<file path="config.mk">
export PLATFORM = sky130hd
export DESIGN_NAME = light_load_sleep_timer
export DESIGN_NICKNAME = d
export VERILOG_FILES = /design/src/hdl/idle_sleep_pkg.sv /design/src/hdl/idle_sense_if.sv /design/src/hdl/idle_sense_sync.sv /design/src/hdl/light_load_sleep_timer.sv
export SDC_FILE = /design/constraint.sdc
export NUM_CORES = 1
export LEC_CHECK = 0
export ABC_AREA = 1
export BUFFER_PORTS_ARGS = -buffer_cell sky130_fd_sc_hd__buf_2
export CAP_MARGIN = 10
export CORE_MARGIN = 2
export CORE_UTILIZATION = 55
export DETAILED_ROUTE_END_ITERATION = 12
export GPL_ROUTABILITY_DRIVEN = 0
export PLACE_DENSITY = 0.74
export SYNTH_ARGS = -nofsm -noshare
export SYNTH_HDL_FRONTEND = slang
export SYNTH_SLANG_ARGS = --single-unit
</file>
<file path="constraint.sdc">
create_clock -name sys_clk -period 4.05 [get_ports sys_clk]
set_input_delay 0.81 -clock sys_clk [delete_from_list [all_inputs] [get_ports sys_clk]]
set_output_delay 0.81 -clock sys_clk [all_outputs]
set_load 0.005 [all_outputs]
</file>
<file path="src/hdl/idle_sleep_pkg.sv">
// Package with constants and types for the light-load sleep timer.
package idle_sleep_pkg;

    // ------------------------------------------------------------------
    // Clock and interval settings
    // ------------------------------------------------------------------
    localparam int unsigned CLK_FREQ_HZ = 25_000_000;
    localparam int unsigned CLK_PER_US  = CLK_FREQ_HZ / 1_000_000;

    // Nominal idle intervals in microseconds, one per selectable setting.
    localparam int unsigned INTERVAL_70_US   = 70;
    localparam int unsigned INTERVAL_130_US  = 130;
    localparam int unsigned INTERVAL_280_US  = 280;
    localparam int unsigned INTERVAL_540_US  = 540;
    localparam int unsigned INTERVAL_1075_US = 1075;

    // Wake-up recovery time in microseconds; a plain default.
    localparam int unsigned WAKE_RECOVERY_US = 10;
    localparam int unsigned WAKE_RECOVERY_CYC =
        (WAKE_RECOVERY_US * CLK_PER_US < 1) ? 1
                                            : WAKE_RECOVERY_US * CLK_PER_US;

    // Width of the idle counter; holds the longest interval in cycles.
    localparam int unsigned CNT_W = 16;

    // ------------------------------------------------------------------
    // Interval selection codes
    // ------------------------------------------------------------------
    typedef enum logic [2:0] {
        SEL_OFF_DEVICE,
        SEL_70,
        SEL_130,
        SEL_280,
        SEL_540,
        SEL_1075,
        SEL_DETECT_OFF
    } interval_sel_t;

    localparam logic [2:0] SEL_RESET = 3'h6;

    // Nominal interval in clock cycles for a selection code.
    function automatic logic [CNT_W-1:0] nominal_cycles(
        input logic [2:0] sel
    );
        int unsigned us;
        us = 0;
        unique case (sel)
            3'h1:    us = INTERVAL_70_US;
            3'h2:    us = INTERVAL_130_US;
            3'h3:    us = INTERVAL_280_US;
            3'h4:    us = INTERVAL_540_US;
            3'h5:    us = INTERVAL_1075_US;
            default: us = INTERVAL_1075_US;
        endcase
        return CNT_W'(us * CLK_PER_US);
    endfunction

endpackage

</file>
<file path="src/hdl/idle_sense_if.sv">
// Interface carrying conduction events from the sense stage to the timer.
`timescale 1ns/100ps
interface idle_sense_if;
    logic conducting;
    logic cond_start;
    logic cond_end;

    modport src (
        output conducting,
        output cond_start,
        output cond_end
    );
    modport dst (
        input  conducting,
        input  cond_start,
        input  cond_end
    );
endinterface

</file>
<file path="src/hdl/idle_sense_sync.sv">
// Synchroniser and edge detector for the current-sense sign input.
`timescale 1ns/100ps
module idle_sense_sync (
    // Clock and reset
    input  wire logic sys_clk,
    input  wire logic resetn,
    // Raw sign of the sensed voltage, high when negative
    input  wire logic cs_negative,
    // Conduction events
    idle_sense_if.src sense
);

    logic meta_q;
    logic sync_q;
    logic prev_q;

    always_ff @(posedge sys_clk or negedge resetn) begin
        if (!resetn) begin
            meta_q <= 1'b0;
            sync_q <= 1'b0;
        end else begin
            meta_q <= cs_negative;
            sync_q <= meta_q;
        end
    end

    always_ff @(posedge sys_clk or negedge resetn) begin
        if (!resetn) begin
            prev_q <= 1'b0;
        end else begin
            prev_q <= sync_q;
        end
    end

    // Negative sense voltage means the rectifier or its diode conducts.
    assign sense.conducting = sync_q;
    assign sense.cond_start = sync_q & ~prev_q;
    assign sense.cond_end   = ~sync_q & prev_q;

endmodule

</file>
<file path="src/hdl/light_load_sleep_timer.sv">
// Idle-detection sleep timer for a synchronous-rectifier controller.
// What this block does
// - A negative sensed voltage means conduction, a positive one none.
// - The idle timer counts while the controller is active and there is no conduction.
// - Reaching the current length sets the sleep flag.
// - Expiry also clears the timer and halves its length.
// - Asleep, a conduction start clears sleep and begins wake recovery.
// - After a wake, the rectifier drive is enabled only after recovery completes.
// - The timer restarts at the end of each conduction phase.
// - A new phase under a quarter interval only resets the timer.
// - Full length returns only for a phase between quarter and half.
// - Interval is 70..1075 us; lowest code turns the device off, highest disables detection.
// - Supply-up or device off returns the controller to its start state.
// - Fast-slope and exception-timer options are never both enabled.
`timescale 1ns/100ps
module light_load_sleep_timer #(
    parameter bit SLOPE_OPTION     = 1'b0,
    parameter bit EXCEPTION_OPTION = 1'b0
) (
    // Clock and reset
    input  wire logic       sys_clk,
    input  wire logic       resetn,
    // Sensed voltage sign, high when negative
    input  wire logic       cs_negative,
    // Configuration
    input  wire logic [2:0] interval_sel,
    input  wire logic       external_off_input,
    // Status
    output logic            sleep_flag,
    output logic            sync_rectifier_enable,
    output logic            restart_pulse,
    output logic            half_length
);

    // ------------------------------------------------------------------
    // Elaboration checks
    // ------------------------------------------------------------------
    // Both options share decision logic, so a build with both is refused.
    if (SLOPE_OPTION && EXCEPTION_OPTION) begin : g_opt_check
        $error("slope and exception options cannot both be enabled");
    end

    typedef enum logic [1:0] {
        ST_START,
        ST_ACTIVE,
        ST_SLEEP,
        ST_WAKE
    } state_t;

    // ------------------------------------------------------------------
    // Sense stage
    // ------------------------------------------------------------------
    idle_sense_if sense ();

    idle_sense_sync u_sync (
        .sys_clk     (sys_clk),
        .resetn      (resetn),
        .cs_negative (cs_negative),
        .sense       (sense)
    );

    // ------------------------------------------------------------------
    // Configuration capture
    // ------------------------------------------------------------------
    logic [2:0] sel_meta_q;
    logic [2:0] sel_q;
    logic       off_meta_q;
    logic       off_q;

    always_ff @(posedge sys_clk or negedge resetn) begin
        if (!resetn) begin
            sel_meta_q <= idle_sleep_pkg::SEL_RESET;
            sel_q      <= idle_sleep_pkg::SEL_RESET;
            off_meta_q <= 1'b0;
            off_q      <= 1'b0;
        end else begin
            sel_meta_q <= interval_sel;
            sel_q      <= sel_meta_q;
            off_meta_q <= external_off_input;
            off_q      <= off_meta_q;
        end
    end

    logic device_off;
    logic detect_off;
    assign device_off = (sel_q == 3'h0) || off_q;
    // Codes beyond the table read as an open input.
    assign detect_off = (sel_q >= 3'h6);

    // ------------------------------------------------------------------
    // Limits derived from the nominal interval
    // ------------------------------------------------------------------
    logic [idle_sleep_pkg::CNT_W-1:0] full_cnt;
    logic [idle_sleep_pkg::CNT_W-1:0] half_cnt;
    logic [idle_sleep_pkg::CNT_W-1:0] quarter_cnt;
    logic [idle_sleep_pkg::CNT_W-1:0] limit;

    assign full_cnt    = idle_sleep_pkg::nominal_cycles(sel_q);
    assign half_cnt    = full_cnt >> 1;
    assign quarter_cnt = full_cnt >> 2;

    logic half_q;
    assign limit = half_q ? half_cnt : full_cnt;

    // ------------------------------------------------------------------
    // State machine and idle counter
    // ------------------------------------------------------------------
    state_t state_q;
    logic [idle_sleep_pkg::CNT_W-1:0] idle_cnt_q;
    logic [idle_sleep_pkg::CNT_W-1:0] wake_cnt_q;

    logic idle_running;
    logic expired;
    assign idle_running = (state_q == ST_ACTIVE) && !sense.conducting;
    assign expired      = idle_running && !detect_off
                          && (idle_cnt_q + 1'b1 >= limit);

    always_ff @(posedge sys_clk or negedge resetn) begin
        if (!resetn) begin
            state_q <= ST_START;
        end else if (device_off) begin
            state_q <= ST_START;
        end else begin
            unique case (state_q)
                ST_START: begin
                    state_q <= ST_ACTIVE;
                end
                ST_ACTIVE: begin
                    if (expired) begin
                        state_q <= ST_SLEEP;
                    end
                end
                ST_SLEEP: begin
                    if (sense.cond_start) begin
                        state_q <= ST_WAKE;
                    end
                end
                ST_WAKE: begin
                    if (wake_cnt_q == 1'b0) begin
                        state_q <= ST_ACTIVE;
                    end
                end
            endcase
        end
    end

    // Idle counter: runs with no conduction, cleared on every restart.
    always_ff @(posedge sys_clk or negedge resetn) begin
        if (!resetn) begin
            idle_cnt_q <= '0;
        end else if (state_q != ST_ACTIVE || expired) begin
            idle_cnt_q <= '0;
        end else if (sense.cond_end || sense.conducting) begin
            idle_cnt_q <= '0;
        end else if (idle_running && idle_cnt_q != '1) begin
            idle_cnt_q <= idle_cnt_q + 1'b1;
        end
    end

    // Length selection gives hysteresis between full and half length.
    always_ff @(posedge sys_clk or negedge resetn) begin
        if (!resetn) begin
            half_q <= 1'b0;
        end else if (expired) begin
            half_q <= 1'b1;
        end else if (state_q == ST_ACTIVE && sense.cond_start) begin
            if (idle_cnt_q >= quarter_cnt && idle_cnt_q < half_cnt) begin
                half_q <= 1'b0;
            end // below a quarter keeps the length
        end
    end

    // Recovery counter loaded when sleep ends.
    always_ff @(posedge sys_clk or negedge resetn) begin
        if (!resetn) begin
            wake_cnt_q <= '0;
        end else if (state_q == ST_SLEEP && sense.cond_start) begin
            wake_cnt_q <= idle_sleep_pkg::CNT_W'(
                idle_sleep_pkg::WAKE_RECOVERY_CYC - 1);
        end else if (state_q == ST_WAKE && wake_cnt_q != '0) begin
            wake_cnt_q <= wake_cnt_q - 1'b1;
        end
    end

    // ------------------------------------------------------------------
    // Outputs
    // ------------------------------------------------------------------
    // The pulse that ends sleep never turns the drive on directly.
    always_ff @(posedge sys_clk or negedge resetn) begin
        if (!resetn) begin
            sleep_flag            <= 1'b0;
            sync_rectifier_enable <= 1'b0;
            restart_pulse         <= 1'b0;
            half_length           <= 1'b0;
        end else begin
            sleep_flag            <= (state_q == ST_SLEEP && !sense.cond_start)
                                     || expired;
            sync_rectifier_enable <= (state_q == ST_ACTIVE) && !expired
                                     && !device_off;
            restart_pulse         <= expired || device_off;
            half_length           <= half_q;
        end
    end

endmodule

</file>
==> results.txt <==
- Std-Cell Rows: 32
- The run finished, with violations left.
* CP max stage delay: 610 ps
- Share of synthesized cell area in full adder, half adder and majority cells: 0.214
- Number of endpoints failing setup at the final stage: 22
* XOR/XNOR share of the synthesized area: 0.0470
- Clock latency of the later-clocked register in the worst-skew pair: 320 ps
- In this run the worst hold path is classified as input pin to async pin.
- Setup repair after global routing missed its margin: yes
- For this design, the slowest cell found on the critical path is sky130_fd_sc_hd__dfstp_2.
- The tightest hold path in the finished design has a slack of 339 ps.
- Relative slew slack: 0.417
* Final worst setup slack: -490 ps
* Post-Synth Simple-Gate Area: 0.243
- Clock tree from TritonCTS: yes
- Max-cap violations: 0
- Largest family of logic cells by synthesized area: simple AND/OR/NAND/NOR gates
- Post-route setup TNS: -8500 ps
- In this run the critical register-to-register path is launched from sel_q[1].
- Nature of the critical path startpoint: flip-flop
- The portion of synthesized area spent on multiplexers is 0.
- For this block, the routed nets add up to 12.1 mm of wire.
- Once detail routing completed, the nets flagged for antenna violations numbered 0.
* Clock Skew: 15.9 ps
- All-Layer GR Usage: 0.262
* Top cell type by total area after synthesis: sky130_fd_sc_hd__dfrtp_1
* Die Outline Area: 0.00851 mm²
* Per-cell via count in the routed design: 5.57
* PnR Total Power: 1.99 mW
- Yosys mapped the design onto 41 distinct sky130hd cell types.
- At the worst endpoint, the arrival time is 4790 ps.
- In this run, CTS created clock tree buffers numbering 5.
- Number of nets in the final layout: 726
- The critical path starts at sel_q[1].
* Iter 0 DRT Violations: 249
- Clock sink count: 50
- Ratio of cells with drive above 1 in the final layout: 0.265
- Io pins: 11
* Area fraction in compound gates after synthesis: 0.115
- Fmax: 0.220 GHz
- Die Wd: 92.2 µm
* Post-route insts no fill: 750
* Synthesized instance count: 566
- Leftover overflow at the end of global routing: 0
* Total leakage power: 2.92 nW
* Tightest Pin Transition: 870 ps
- Starting utilization of the core area: 0.560
- Number of buffer and inverter stages on the critical path: 5
* Sequential share of the synthesized area: 0.293
- Vias in the first global route: 3,914
* Most Frequent Cell on Critical Path: sky130_fd_sc_hd__nand2_1
- The first global-routing pass estimated 17.8 mm of wire.
- Number of flip-flops and latches in the synthesized netlist: 50
- Along the worst path, the maximum fanout reaches 4.
* Type of element capturing the critical path: flip-flop
- Core area: 0.00765 mm²
- Compared with the post-synthesis result, the final layout area differs by 27.6%.
- Port Buf Inserts: 10
- Most frequent standard cell in the layout excluding fill and tap cells: sky130_fd_sc_hd__nand2_1
- The first detailed-routing pass ran for 6 iterations.
* Clock slew at the register clock pins of the worst setup and hold paths: 100 ps
- In the final routed layout, each cell accounts on average for 16.1 µm.
- Fraction of post-synthesis cell area in the top cell type by area: 0.269
- Among cell families on the critical path, the largest total delay comes from simple AND/OR/NAND/NOR gates.
* CTS root buffer: sky130_fd_sc_hd__clkbuf_8
- Detailed placement finished with a half-perimeter wire length of 7.94 mm.
- The repair_antennas step left the layout with diodes totalling 0.
- Of the available clock period, the critical path in the final layout requires 1.12.
* Number of pins with negative max-slew slack in the final report: 0
- In this run the deepest clock path goes through 2 buffers.
- Data on the critical path is required at its endpoint by 4300 ps.
- Final Critical Period: 4540 ps
* Maximum level of the CTS H-tree: 2
* Largest net degree at the start of global routing: 51
- The detailed router placed 4,174 vias in this run.
- DR DRC count: 0
* Worst Path Class, Setup: flip-flop to flip-flop
* Most frequent cells in the layout: 102 x sky130_fd_sc_hd__nand2_1, 79 x sky130_fd_sc_hd__inv_1, 63 x sky130_fd_sc_hd__buf_4, 59 x sky130_fd_sc_hd__ha_1, 52 x sky130_fd_sc_hd__nor2_1
* Failing checks: setup timing
- The hold violation total from the final report is 0.
* Netlist Area Pre-Place: 0.00428 mm²
- Avg Synthesized Cell Area: 7.56 µm²
* Power density over the cells: 365 mW/mm²
- Yosys printed 0 warnings.
- In the post-synthesis netlist, the biggest area contributors are sky130_fd_sc_hd__dfrtp_1 27%, sky130_fd_sc_hd__ha_1 20%, sky130_fd_sc_hd__nand2_1 10%.
- The die is 92.2 µm tall.
- After detailed placement, the design holds a cell count of 724.
- The initial antenna violation count came to 0.
* Number of buffers inserted for hold repair after clock tree synthesis: 0
- VDD sags by at most 0.351 mV.
synth_stat cells (all sizes together):
cell / number
a211oi: 3
a21boi: 2
a21o: 1
a21oi: 45
a31oi: 1
buf: 2
clkbuf: 6
conb: 1
dfrtp: 46
dfstp: 4
fa: 2
ha: 70
inv: 89
nand2: 117
nand3: 20
nand3b: 1
nand4: 8
nor2: 65
nor3: 18
nor3b: 1
nor4: 3
o2111ai: 1
o211ai: 1
o21a: 2
o21ai: 31
o22ai: 1
o31ai: 1
or2: 1
xnor2: 2
xor2: 21
final cells by class:
class,count,area [µm²]
timing repair buffer,76,566
tap,102,128
clock buffer,6,82.6
fill,537,2180
multi-input combinational,425,3050
sequential,50,1260
clock inverter,2,38.8
inverter,89,339
power breakdown:
group          internal (mW)  leakage (nW)  switching (mW)
Sequential             0.594         0.641          0.0891
Combinational          0.392          2.22           0.539
Clock                  0.203        0.0618           0.176
Total                   1.19          2.92           0.805
logic make-up (layout without fill, tap and decap cells):
family / count (synthesis) / in the layout
AND/OR/NAND/NOR: 234 / 235
buffers and inverters: 97 / 173
AO/OA/AOI/OAI: 89 / 89
adder cells (fa/ha/maj): 72 / 72
flip-flops: 50 / 50
XOR/XNOR: 23 / 23
other: 1 / 6
worst paths after layout:
check	end	slack (ps)	cells after the start
worst max-delay path	state_q[1]	-490	25
worst min-delay path	wake_cnt_q[3]	340	1
worst max register to register	state_q[1]	-490	25
worst min register to register	u_sync.sense.conducting	360	0
max in group asynchronous	sel_meta_q[1]	3150	2
min in group sys_clk	u_sync.sense.conducting	360	0
flip-flops by register name, summed over array words and instances, names as in the netlist, 2 cells and up:
name,flops
idle_cnt_q,16
sel_meta_q,3
sel_q,3
state_q,2
wake_cnt_q,16
metal layers:
metal / track usage / wire length (µm) / vias to the layer above
met4: 0.0771 / 636 / 0
met2: 0.475 / 6050 / 161
met1: 0.321 / 4740 / 1948
li1: - / - / 1998
met3: 0.0394 / 628 / 67
met5: 0 / 0 / -
metrics by stage:
stage	instance area (µm²)	setup WS (ps)	utilization
detailed placement	4880	-538	0.638
finish	5460	-490	0.714
CTS	5200	-278	0.680
global route	5460	-744	0.714
floorplan	4370	-85.6	-
global placement	4880	-428	0.638
what timing repair did:
action | in CTS | in global routing
gates resized for setup | 33 | 35
pin swaps | 28 | 37
buffers inserted | 7 | 11
gates cloned | 0 | 1
setup endpoints to repair | 22 | 22
Power figures use the tool's default switching activity.
